[config.mk]
export PLATFORM = sky130hd
export DESIGN_NAME = qps_dev_flat
export DESIGN_NICKNAME = d
export VERILOG_FILES = /design/src/hdl/qps_pkg.sv /design/src/hdl/qps_if.sv /design/src/hdl/qps_dev.sv /design/src/flat_wrapper.sv
export VERILOG_INCLUDE_DIRS = /design/src /design/src/hdl
export SDC_FILE = /design/constraint.sdc
export NUM_CORES = 1
export LEC_CHECK = 0
export ABC_AREA = 1
export BUFFER_PORTS_ARGS = -buffer_cell sky130_fd_sc_hd__buf_2
export CAP_MARGIN = 20
export CORE_ASPECT_RATIO = 1.1
export CORE_MARGIN = 10
export CORE_UTILIZATION = 57
export CTS_BUF_LIST = sky130_fd_sc_hd__clkbuf_8 sky130_fd_sc_hd__clkbuf_16
export CTS_CLUSTER_SIZE = 14
export DETAILED_ROUTE_END_ITERATION = 8
export PLACE_DENSITY = 0.79
export SYNTH_ARGS = -nofsm -noshare
export SYNTH_HDL_FRONTEND = slang
export SYNTH_SLANG_ARGS = --single-unit
[constraint.sdc]
create_clock -name sys_clk -period 4.1 [get_ports sys_clk]
set_clock_uncertainty 0.2 [all_clocks]
set_input_delay 0.41 -clock sys_clk [delete_from_list [all_inputs] [get_ports sys_clk]]
set_output_delay 0.41 -clock sys_clk [all_outputs]
set_load 0.005 [all_outputs]
[src/hdl/qps_cfg.svh]
// Constants of the quad pot serial link: opcodes, fields, timing.
// Assumes one 250 MHz system clock on both ends of the link.
`ifndef QPS_CFG_SVH
`define QPS_CFG_SVH
`define QPS_CLK_NS      4
`define QPS_NV_WRITE_NS 5000000
`define QPS_PWRUP_NS    1000000
`define QPS_SCK_MAX_KHZ 3000
`define QPS_NV_INIT     6'h00
`define QPS_DEV_TYPE    4'hA
`define QPS_OP_RD_WIPER 4'h9
`define QPS_OP_WR_WIPER 4'hA
`define QPS_OP_RD_SET   4'hB
`define QPS_OP_WR_SET   4'hC
`define QPS_OP_SET2WIP  4'hD
`define QPS_OP_WIP2SET  4'hE
`define QPS_OP_GSET2WIP 4'h1
`define QPS_OP_GWIP2SET 4'h8
`define QPS_OP_INCDEC   4'h2
`define QPS_OP_STATUS   4'h5
`define QPS_STATUS_POT  2'h1
`define QPS_F_TYPE      7:4
`define QPS_F_STRAP     1:0
`define QPS_F_OP        7:4
`define QPS_F_SEL       3:2
`define QPS_F_POT       1:0
`define QPS_F_VAL       5:0
`define QPS_REG_CMD     8'h00
`define QPS_REG_STAT    8'h04
`define QPS_C_STRAP     1:0
`define QPS_C_INSTR     15:8
`define QPS_C_DATA      23:16
`define QPS_C_STEPS     29:24
`define QPS_C_DIR       30
`define QPS_S_BUSY      0
`define QPS_S_READY     1
`define QPS_S_RX        15:8
`endif

[src/hdl/qps_pkg.sv]
// Types shared by both ends of the quad pot serial link.
// Assumes nothing beyond a SystemVerilog compiler.
package qps_pkg;
  typedef enum logic [2:0] {
    D_ADDR, D_INSTR, D_DATA, D_STEP, D_IGNORE
  } qps_dev_state_e;
  typedef enum logic [2:0] {
    H_IDLE, H_LEAD, H_SHIFT, H_END, H_GAP
  } qps_host_state_e;
endpackage : qps_pkg

[src/hdl/qps_if.sv]
// Serial link between the quad pot device and its host controller.
// Each wire has a single driver; so_oe marks the device driving.
`timescale 1ns/1ps
`default_nettype none
interface qps_if;
  logic sck;   // Serial clock from host
  logic cs_n;  // Frame select, active low
  logic si;    // Host to device data
  logic so;    // Device to host data
  logic so_oe; // Device drives so
  modport dev  (input sck, cs_n, si, output so, so_oe);
  modport host (output sck, cs_n, si, input so, so_oe);
endinterface : qps_if
`default_nettype wire

[src/hdl/qps_dev.sv]
// Quad 64-tap pot device: serial decode, wipers, stored settings.
// Assumes link pins arrive asynchronously and are resynchronised here.
//
// Contract
// - Frame opens with address byte, type in top
// - Continue only if address low bits match straps
// - Mismatched device executes nothing in that frame
// - Host drives middle address bits as zero
// - Second byte: opcode nibble, then setting select
// - Low two instruction bits select the pot
// - Setting select picks one of four settings
// - Four 6-bit wipers decoded one-hot to 64
// - Wipers change only by listed instructions
// - Power-up loads each wiper from first setting
// - Four 6-bit stored settings per pot
// - Transfers both ways, setting and wiper
// - Stored setting change completes within 5 ms
// - Save starts when select rises after write
// - Status read reports write busy bit
// - Host waits 1 ms after power-up
// - Opcode decode table incl status pot 01
// - Transfers two bytes; data commands three bytes
// - Step commands move wiper per clock pulse
`timescale 1ns/1ps
`default_nettype none
`include "qps_cfg.svh"
module qps_dev
  import qps_pkg::*;
#(
  parameter logic [3:0] DEV_TYPE     = `QPS_DEV_TYPE, // Arbitrary value
  parameter int         NV_WRITE_CYC =
    `QPS_NV_WRITE_NS / `QPS_CLK_NS,
  parameter logic [5:0] NV_INIT      = `QPS_NV_INIT
) (
  input  wire logic         sys_clk,     // System clock
  input  wire logic         rst,         // Sync reset, high
  qps_if.dev                link,        // Serial pins
  input  wire logic [1:0]   strap_addr,  // Strap address pins
  output logic      [23:0]  wiper_pos,   // Four wiper values
  output logic      [255:0] tap_sel,     // One-hot taps, 64 per pot
  output logic              write_busy   // Save in progress
);

  // Pin synchronisers: first stage feeds only the second
  logic [1:0] sck_m, cs_m, si_m, st_m;
  logic       sck_q, sck_d, cs_q, cs_d, si_q;
  logic [1:0] strap_q;
  always_ff @(posedge sys_clk) begin
    sck_m   <= {1'b0, link.sck};
    cs_m    <= {1'b0, link.cs_n};
    si_m    <= {1'b0, link.si};
    st_m    <= strap_addr;
    sck_q   <= sck_m[0];
    sck_d   <= sck_q;
    cs_q    <= cs_m[0];
    cs_d    <= cs_q;
    si_q    <= si_m[0];
    strap_q <= st_m;
  end

  logic sck_rise, sck_fall, cs_rise;
  assign sck_rise = sck_q & ~sck_d;
  assign sck_fall = ~sck_q & sck_d;
  assign cs_rise  = cs_q & ~cs_d;

  // Frame and storage state
  qps_dev_state_e st_r, st_nxt;
  logic [2:0]  bit_r, bit_nxt;
  logic [7:0]  sh_r, sh_nxt, ins_r, ins_nxt, tx_r, tx_nxt;
  logic        so_r, so_nxt, oe_r, oe_nxt;
  logic [5:0]  wip_r [4];
  logic [5:0]  wip_nxt [4];
  logic [5:0]  nv_r [16];
  logic [5:0]  nv_nxt [16];
  logic        pv_r, pv_nxt, pg_r, pg_nxt, load_r;
  logic [3:0]  pa_r, pa_nxt;
  logic [5:0]  pd_r, pd_nxt;
  logic [31:0] busy_r, busy_nxt;
  logic        wb_r, wb_nxt;

  // Next state of frame decoder, wipers and stored settings
  always_comb begin
    logic [7:0] rx;
    logic [1:0] pot;
    logic [1:0] sel;
    logic [3:0] op;
    logic       can_save;
    rx       = {sh_r[6:0], si_q};
    pot      = rx[`QPS_F_POT];
    sel      = rx[`QPS_F_SEL];
    op       = rx[`QPS_F_OP];
    can_save = (busy_r == 32'h0) && !pv_r;
    st_nxt   = st_r;
    bit_nxt  = bit_r;
    sh_nxt   = sh_r;
    ins_nxt  = ins_r;
    tx_nxt   = tx_r;
    so_nxt   = so_r;
    oe_nxt   = oe_r;
    wip_nxt  = wip_r;
    nv_nxt   = nv_r;
    pv_nxt   = pv_r;
    pg_nxt   = pg_r;
    pa_nxt   = pa_r;
    pd_nxt   = pd_r;
    busy_nxt = (busy_r != 32'h0) ? busy_r - 32'h1 : busy_r;
    if (load_r) begin
      for (int p = 0; p < 4; p++) begin
        wip_nxt[p] = nv_r[{2'(p), 2'b00}];
      end
    end
    if (cs_rise) begin
      // Select high closes the frame whatever its state
      st_nxt  = D_ADDR;
      bit_nxt = 3'h0;
      oe_nxt  = 1'b0;
      if (pv_r) begin
        // Commit happens only here, so an aborted write saves nothing
        if (pg_r) begin
          for (int p = 0; p < 4; p++) begin
            nv_nxt[{2'(p), pa_r[1:0]}] = wip_r[p];
          end
        end else begin
          nv_nxt[pa_r] = pd_r;
        end
        pv_nxt   = 1'b0;
        busy_nxt = 32'(NV_WRITE_CYC);
      end
    end else if (!cs_q) begin
      if (sck_rise) begin
        if (st_r == D_STEP) begin
          // Each pulse nudges one tap, pinned at both ends
          if (si_q && wip_r[ins_r[`QPS_F_POT]] != 6'h3F) begin
            wip_nxt[ins_r[`QPS_F_POT]] =
              wip_r[ins_r[`QPS_F_POT]] + 6'h01;
          end else if (!si_q && wip_r[ins_r[`QPS_F_POT]] != 6'h00) begin
            wip_nxt[ins_r[`QPS_F_POT]] =
              wip_r[ins_r[`QPS_F_POT]] - 6'h01;
          end
        end else if (st_r != D_IGNORE) begin
          sh_nxt  = rx;
          bit_nxt = bit_r + 3'h1;
        end
        if (bit_r == 3'h7 && st_r == D_ADDR) begin
          // Type and strap match gate the rest of the frame
          if (rx[`QPS_F_TYPE] == DEV_TYPE
              && rx[`QPS_F_STRAP] == strap_q) begin
            st_nxt = D_INSTR;
          end else begin
            st_nxt = D_IGNORE;
          end
        end else if (bit_r == 3'h7 && st_r == D_INSTR) begin
          ins_nxt = rx;
          st_nxt  = D_IGNORE;
          case (op)
            `QPS_OP_RD_WIPER: begin
              tx_nxt = {2'b00, wip_r[pot]};
              oe_nxt = 1'b1;
              st_nxt = D_DATA;
            end
            `QPS_OP_RD_SET: begin
              tx_nxt = {2'b00, nv_r[{pot, sel}]};
              oe_nxt = 1'b1;
              st_nxt = D_DATA;
            end
            `QPS_OP_WR_WIPER, `QPS_OP_WR_SET: begin
              st_nxt = D_DATA;
            end
            `QPS_OP_SET2WIP: begin
              wip_nxt[pot] = nv_r[{pot, sel}];
            end
            `QPS_OP_GSET2WIP: begin
              for (int p = 0; p < 4; p++) begin
                wip_nxt[p] = nv_r[{2'(p), sel}];
              end
            end
            `QPS_OP_WIP2SET: begin
              if (can_save) begin
                pv_nxt = 1'b1;
                pg_nxt = 1'b0;
                pa_nxt = {pot, sel};
                pd_nxt = wip_r[pot];
              end
            end
            `QPS_OP_GWIP2SET: begin
              if (can_save) begin
                pv_nxt = 1'b1;
                pg_nxt = 1'b1;
                pa_nxt = {2'b00, sel};
              end
            end
            `QPS_OP_INCDEC: begin
              st_nxt = D_STEP;
            end
            `QPS_OP_STATUS: begin
              if (pot == `QPS_STATUS_POT) begin
                tx_nxt = {7'h00, wb_r};
                oe_nxt = 1'b1;
                st_nxt = D_DATA;
              end
            end
            default: st_nxt = D_IGNORE;
          endcase
        end else if (bit_r == 3'h7 && st_r == D_DATA) begin
          // Bytes past the third are ignored
          st_nxt = D_IGNORE;
          if (ins_r[`QPS_F_OP] == `QPS_OP_WR_WIPER) begin
            wip_nxt[ins_r[`QPS_F_POT]] = rx[`QPS_F_VAL];
          end else if (ins_r[`QPS_F_OP] == `QPS_OP_WR_SET && can_save) begin
            pv_nxt = 1'b1;
            pg_nxt = 1'b0;
            pa_nxt = {ins_r[`QPS_F_POT], ins_r[`QPS_F_SEL]};
            pd_nxt = rx[`QPS_F_VAL];
          end
        end
      end
      // Read data leaves on falling edges, host samples on rising
      if (sck_fall && oe_r) begin
        so_nxt = tx_r[7];
        tx_nxt = {tx_r[6:0], 1'b0};
      end
    end
    wb_nxt = (busy_nxt != 32'h0) || pv_nxt;
  end

  // Registers; stored settings take their factory value at reset
  always_ff @(posedge sys_clk) begin
    if (rst) begin
      st_r   <= D_ADDR;
      bit_r  <= 3'h0;
      sh_r   <= 8'h00;
      ins_r  <= 8'h00;
      tx_r   <= 8'h00;
      so_r   <= 1'b0;
      oe_r   <= 1'b0;
      pv_r   <= 1'b0;
      pg_r   <= 1'b0;
      pa_r   <= 4'h0;
      pd_r   <= 6'h00;
      busy_r <= 32'h0;
      wb_r   <= 1'b0;
      load_r <= 1'b1;
      for (int p = 0; p < 4; p++) begin
        wip_r[p] <= 6'h00;
      end
      for (int i = 0; i < 16; i++) begin
        nv_r[i] <= NV_INIT;
      end
    end else begin
      st_r   <= st_nxt;
      bit_r  <= bit_nxt;
      sh_r   <= sh_nxt;
      ins_r  <= ins_nxt;
      tx_r   <= tx_nxt;
      so_r   <= so_nxt;
      oe_r   <= oe_nxt;
      pv_r   <= pv_nxt;
      pg_r   <= pg_nxt;
      pa_r   <= pa_nxt;
      pd_r   <= pd_nxt;
      busy_r <= busy_nxt;
      wb_r   <= wb_nxt;
      load_r <= 1'b0;
      wip_r  <= wip_nxt;
      nv_r   <= nv_nxt;
    end
  end

  // Tap decode per pot, registered so outputs stay glitch free
  for (genvar p = 0; p < 4; p++) begin : g_tap
    always_ff @(posedge sys_clk) begin
      if (rst) begin
        tap_sel[p*64 +: 64] <= 64'h1;
      end else begin
        tap_sel[p*64 +: 64] <= 64'h1 << wip_nxt[p];
      end
    end
    assign wiper_pos[p*6 +: 6] = wip_r[p];
  end

  assign link.so    = so_r;
  assign link.so_oe = oe_r;
  assign write_busy = wb_r;

endmodule : qps_dev
`default_nettype wire

[src/flat_wrapper.sv]
// flat-port wrapper written by rule: the top's interface ports become plain ports
module qps_dev_flat import qps_pkg::*;
#(
  parameter logic [3:0] DEV_TYPE     = `QPS_DEV_TYPE,                   
  parameter int         NV_WRITE_CYC =
    `QPS_NV_WRITE_NS / `QPS_CLK_NS,
  parameter logic [5:0] NV_INIT      = `QPS_NV_INIT
)
  (sys_clk, rst, strap_addr, wiper_pos, tap_sel, write_busy, link_sck, link_cs_n, link_si, link_so, link_so_oe);
  qps_if link_i ();
  input  wire logic sys_clk;
  input  wire logic rst;
  input  wire logic [1:0] strap_addr;
  output logic      [23:0] wiper_pos;
  output logic      [255:0] tap_sel;
  output logic write_busy;
  input wire logic [$bits(link_i.sck)-1:0] link_sck;
  input wire logic [$bits(link_i.cs_n)-1:0] link_cs_n;
  input wire logic [$bits(link_i.si)-1:0] link_si;
  output wire logic [$bits(link_i.so)-1:0] link_so;
  output wire logic [$bits(link_i.so_oe)-1:0] link_so_oe;
  assign link_i.sck = link_sck;
  assign link_i.cs_n = link_cs_n;
  assign link_i.si = link_si;
  assign link_so = link_i.so;
  assign link_so_oe = link_i.so_oe;
  qps_dev #(.DEV_TYPE(DEV_TYPE), .NV_WRITE_CYC(NV_WRITE_CYC), .NV_INIT(NV_INIT)) u_core (.sys_clk(sys_clk), .rst(rst), .link(link_i), .strap_addr(strap_addr), .wiper_pos(wiper_pos), .tap_sel(tap_sel), .write_busy(write_busy));
endmodule
# After elaboration in Yosys (flattened, before gate mapping)

Cells that the tools add are included.

Output and inout bits: 283
Input port bits: 7
Register bits after elaboration: 465
Logic and storage cells: 279

Bitwise operators: 22
Shifts and indexed selects: 4
Reduce and logical (&&, ||, !) cells: 45
Add/sub/neg operators: 4
Order comparisons: 19
Muxes and demuxes: 108
Equal/unequal tests: 29

Operators with widths:

| kind                  | number |
|---|---|
| $bwmux 96             | 5 |
| $mux 24               | 14 |
| $shl 1x6->64 const A  | 4 |
| $mux 6                | 27 |
| $bmux 6 s4            | 5 |
| $demux 6 s4           | 5 |
| $bwmux 24             | 4 |
| $mux 32               | 3 |
| $mux 96               | 1 |
| $reduce_bool 32->1    | 2 |
| $ge 5x5->1 const B    | 10 |
| $pmux 24 s2           | 1 |
| $mux 8                | 5 |
| $eq 4x4->1 const B    | 9 |
| $logic_not 32->1      | 1 |
| $sub 32x1->32 const B | 1 |
| $not 4->5             | 6 |
| $lt 5x1->1 const B    | 5 |
| $bmux 6 s2            | 2 |
| $demux 6 s2           | 2 |
| $mux 4                | 6 |
| $pmux 8 s3            | 1 |
| $mux 1                | 18 |
| $logic_and 1x1->1     | 16 |
| other kinds (45)      | 78 |

# Logic depth before layout (Yosys ltp)

Depth in word-level cells: 21
Gate-level depth with buffers: 25
Mapped depth without buffers: 24

# Worst setup path after synthesis

No wires, ideal clock.

Kind: reg-to-reg
Start: register u_core.ins_r[1]
End: register u_core.tap_sel[208]
Slack: 1243 ps
Setup time: 64 ps
Arrival time: 2593 ps
Stages on the path, launching flop included: 24
Period minus slack after synthesis: 2857 ps
Required time: 3836 ps
Buffers on the path: 1
Path through: dfxtp_1 > buf_6 > inv_4 > nand2_2 > o21ai_0 > inv_1 > nand2_1 > inv_1 > ha_1 > nand3_1 > nor2_1 > nand2_2 > nand2_2 > nand2_8 > nand3_4 > nand2_1 > nand3_1 > nand2_1 > nand3_2 > nand2_8 > nand3_2 > nor2_2 > nand2_1 > nor2_1

Word-level cells in the longest chain between the ends: 21
Elaborated cells between the ends (all ways): 34
Classes of those cells: add/sub: 2; order compare: 2; eq/ne: 1; shift: 1; mux: 23; bitwise: 1; reduce/logical: 4

RTL lines:

| item                                                  | RTL line                       | RTL |
|---|---|---|
| from (decl)                                           | qps_dev.sv:69                  | `logic [7:0] sh_r, sh_nxt, ins_r, ins_nxt, tx_r, tx_nxt;` |
| from (signal assigned)                                | qps_dev.sv:253                 | `ins_r <= ins_nxt;` |
| $not 2->3 (*)                                         | n/a                            |  |
| $bmux 6 s2 (tied with other cells)                    | n/a                            |  |
| $mux 6 / $logic_and 1x1->1 (equally long branches)    | n/a                            |  |
| $mux 6, on equally long branches                      | n/a                            |  |
| $sub 6x1->6 (tied with other cells)                   | qps_dev.sv:138                 | `` wip_r[ins_r[`QPS_F_POT]] - 6'h01; `` |
| $bwmux 24 / $logic_and 1x1->1 (equally long branches) | qps_dev.sv:137, qps_dev.sv:136 |  |
| $mux 24                                               | qps_dev.sv:136                 | `` end else if (!si_q && wip_r[ins_r[`QPS_F_POT]] != 6'h00) begin `` |
| $mux 24                                               | qps_dev.sv:133                 | `` if (si_q && wip_r[ins_r[`QPS_F_POT]] != 6'h3F) begin `` |
| [... 5 more ...]                                      | n/a                            |  |
| $mux 24                                               | qps_dev.sv:207                 | `` if (ins_r[`QPS_F_OP] == `QPS_OP_WR_WIPER) begin `` |
| $mux 24                                               | qps_dev.sv:204                 | `end else if (bit_r == 3'h7 && st_r == D_DATA) begin` |
| $mux 24                                               | qps_dev.sv:152                 | `end else if (bit_r == 3'h7 && st_r == D_INSTR) begin` |
| $mux 24 (*)                                           | qps_dev.sv:144                 | `if (bit_r == 3'h7 && st_r == D_ADDR) begin` |
| $mux 24 (*)                                           | qps_dev.sv:130                 | `if (sck_rise) begin` |
| $mux 24 (*)                                           | qps_dev.sv:129                 | `end else if (!cs_q) begin` |
| $mux 24 (*)                                           | qps_dev.sv:112                 | `if (cs_rise) begin` |
| $shl 1x6->64 (*)                                      | qps_dev.sv:275                 | `tap_sel[p*64 +: 64] <= 64'h1 << wip_nxt[p];` |
| to (signal, indexed assignment)                       | qps_dev.sv:275                 |  |
| to (decl)                                             | qps_dev.sv:40                  | `output logic [255:0] tap_sel,` |

Every way passes the cells marked *; elsewhere a longest branch is shown, timed or not. The select of a mux whose other input is x is not followed.
A chain may end at the register's enable or synchronous reset.

# Final worst setup path

Start: register u_core.ins_r[0]
End: register u_core.tap_sel[36]

The elaborated chain is that of the path after synthesis.

==> run summary <==
outcome: finished, final reports clean
max-cap viol count: 0
Synth warnings: 0
Hold Path Depth: 0
R2R Setup Slk: 210 ps
Worst Hold End: u_core.cs_q
Final Cycle Share: 0.9489
number of I/O port buffers: 289
Worst VDD drop: 0.4744 mV
CTS root buffer: clkbuf_16
Rows: 72
WP buf/inv: 2
metal2 WL: 33970 um
Setup Viol. Count Final: 0
Max Used Layer: met5
first-pass GRT wire length: 109600 um
Overflow after GRT: 0
post-synthesis cell count: 2802
Die Ht: 217.5 um
CTS buffer count: 46
min cycle time layout: 3890 ps
Synth Register Bits: 465
placed cell area: 0.02207 mm^2
Final Cell Area: 0.02365 mm^2
Synth Flop Type: dfxtp_1
worst r2r src: u_core.ins_r[0]
num ports: 290
HP Class: reg -> reg
Fin Setup TNS: 0 ps
CP top delay family: simple AND/OR/NAND/NOR gates
max incr delay on CP: 460 ps
Min Hold Slack: 128.0 ps
WS Path Type: reg -> reg
die area: 0.04339 mm^2
final wirelength: 72250 um
sequential fraction of the synthesis area: 0.4606
number of vias in the routed layout: 20510
number of diodes: 0
largest net degree at the start of global routing: 57
critical-path maximum fanout: 17
Global Route Usage Sum: 0.3205
CTS tree: built
Pwr Density: 463.0 mW/mm^2
RR Endpoint: u_core.tap_sel[36]
Residual DRC: 0
P&R area growth vs syn: 17.04%
Required @ worst endpoint: 4400 ps
Max Root-Sink Buffers: 3
DP HPWL: 53980 um
Total Nets Final: 3091
GP Congestion: 1.053
Post-synth EDFFs: 0
CP startpoint kind: flip-flop
Fin. Hold Viols: 0
fmax: 257.0 MHz
fin util: 0.6732
R2R depth: 20
Cell Chain, Critical Path: buf_4 -> nand2_1 -> o21ai_0 -> nand2_1 -> nand2_1 -> inv_1 -> ha_1 -> nand3_1 -> nor2_1 -> nand2_2 -> nand2_2 -> nand2_8 -> nand3_2 -> o211ai_1 -> nand2_1 -> nand2_2 -> nand2_1 -> nor2_1 -> nand3_1 -> nor2_1
worst-margin pin slew: 829.2 ps
placed cell count: 3468
RSZ-0062 raised after global routing: false
H-tree depth: 2
Worst-path clk slew: 70 ps
count of unique library cells instantiated by Yosys: 58
max-slew violations: 0
Pre-antenna DRT Iters: 8
Post-synth ARST share: 0
WL/cell: 20.34 um
postcts setup bufs: 0
core area: 0.03513 mm^2
Rel. slew slack: 0.4439
Mapped Nets: 2816
crit-path most repeated cell: nand2_1
Initial Utilization: 0.5752
Non-Filler Instances: 3552
initial antenna violation count: 1
Syn Area/Cell: 7.212 um^2
layout cells sized above 1: 0.1782
vias per inst: 5.773
sinks on the clock net: 465
Synth Cell Area: 0.02021 mm^2
vias in the first global route: 19420
Die X-Extent: 199.5 um
Leakage: 0.01069 uW
Clock Latency Late Sink: 580 ps
Hold Crit Start: u_core.cs_m[0]
routed wl met3: 6226 um
post-route ant nets: 0
Worst Path Arrival: 4190 ps
M1 WL: 28100 um
Initial DRC Count: 1991
Worst path slowest cell: dfxtp_1
CP Capture Type: flip-flop
==> synth_stat cells, drive strengths merged, types with 2 or more instances <==
library cell / n / area [um^2]
clkinv: 2 / 7.510
a31o: 4 / 35.03
nand2: 585 / 2308
nor3: 79 / 465.4
o211ai: 8 / 65.06
nor4: 7 / 43.79
o21ai: 247 / 1255
or2: 7 / 43.79
ha: 7 / 87.58
nand3b: 2 / 15.01
dfxtp: 465 / 9309
a22oi: 15 / 126.4
xor2: 14 / 122.6
o31ai: 5 / 37.54
clkbuf: 51 / 191.4
a211oi: 9 / 67.56
o22ai: 25 / 156.4
inv: 243 / 922.1
buf: 78 / 455.4
a21oi: 167 / 873.3
a32oi: 2 / 17.52
xnor2: 3 / 26.28
o21a: 3 / 22.52
nand3: 149 / 793.3
nand4: 70 / 468.0
and2: 2 / 12.52
o221ai: 6 / 52.55
nor2: 538 / 2156
o2111ai: 2 / 17.52
==> sequential cells by signal, indices dropped and copies added (netlist names), 2 cells and up <==
signal            count
u_core.sh_r           7
u_core.tap_sel      256
u_core.pa_r           4
u_core.st_r           3
u_core.busy_r        32
u_core.ins_r          8
u_core.tx_r           8
u_core.strap_q        2
u_core.bit_r          3
u_core.nv_r          96
u_core.pd_r           6
u_core.wiper_pos     24
u_core.st_m           2
==> cell families after synthesis <==
kind of cell    count (synthesis)  share of synthesized area
buf+inv                       374                    0.07801
simple gates                 1440                     0.3124
xor+xnor                       17                   0.007368
fa+ha+maj                       7                   0.004334
flops                         465                     0.4606
compound gates                499                     0.1373
==> per-layer routing <==
layer	track usage	up-vias
li1	-	9685
met5	0	-
met4	0.1627	4
met1	0.3816	9596
met2	0.5358	1001
met3	0.06745	220
==> what timing repair did <==
item                                   in CTS  in global routing
endpoints found under the hold margin       5                  0
setup endpoints to repair                   0                134
gates resized for setup                     0                  8
hold buffers                                5                  0
==> report_power, final <==
part           leakage, uW  internal [uW]  switching (uW)
clock             0.000753           2400            1780
sequential         0.00376           4640             125
combinational      0.00617            616            1380
==> cell usage in the layout, fill, tap and decap left out, types with 6 or more instances in the layout <==
cell type  count
nand2_1      557
nor2_1       508
dfxtp_1      464
buf_2        289
o21ai_0      233
inv_1        226
a21oi_1      161
nand3_1      141
nand4_1       68
nor3_1        65
buf_4         59
clkbuf_16     47
o22ai_1       25
nor2_2        23
nand2_2       21
inv_2         19
nor3_2        14
xor2_1        14
a22oi_1       14
o21ai_1        9
a211oi_1       9
o211ai_1       7
or2_2          7
nor4_1         7
ha_1           7
clkbuf_8       7
nand3_2        6
o221ai_1       6
clkinv_2       6
==> through the flow <==
step	setup slack [ps]	total power [uW]
global placement	240.6	6767
CTS	205.5	10940
finish	209.6	10950
detailed placement	227.1	6794
global route	15.50	11410
floorplan	1243	6234
==> cell type report <==
type / count / area (um^2)
Timing Repair Buffer: 356 / 1999
Multi-Input combinational cell: 1963 / 9356
Clock buffer: 54 / 1272
Fill cell: 3056 / 11480
Inverter: 245 / 932.1
Clock inverter: 25 / 226.5
Sequential cell: 465 / 9310
Tap cell: 444 / 555.5
==> worst register-to-register path: cells and delay by family, from the launching register on <==
family | cells | cell delay, ps
adder cells (fa/ha/maj) | 1 | 250
flip-flops | 1 | 460
buffers and inverters | 2 | 450
AND/OR/NAND/NOR | 15 | 2130
AO/OA/AOI/OAI | 2 | 330
==> worst max path at each step <==
stage	startpoint	to	slack, ps	cells past startpoint
floorplan	u_core.ins_r[1]	u_core.tap_sel[208]	1240	23
global placement	u_core.ins_r[0]	u_core.tap_sel[12]	240	20
detailed placement	u_core.ins_r[1]	u_core.tap_sel[78]	230	19
CTS	u_core.ins_r[1]	u_core.tap_sel[78]	210	19
global route	u_core.ins_r[0]	u_core.tap_sel[164]	20	24
finish	u_core.ins_r[0]	u_core.tap_sel[36]	210	20
Power figures use the tool's default switching activity.
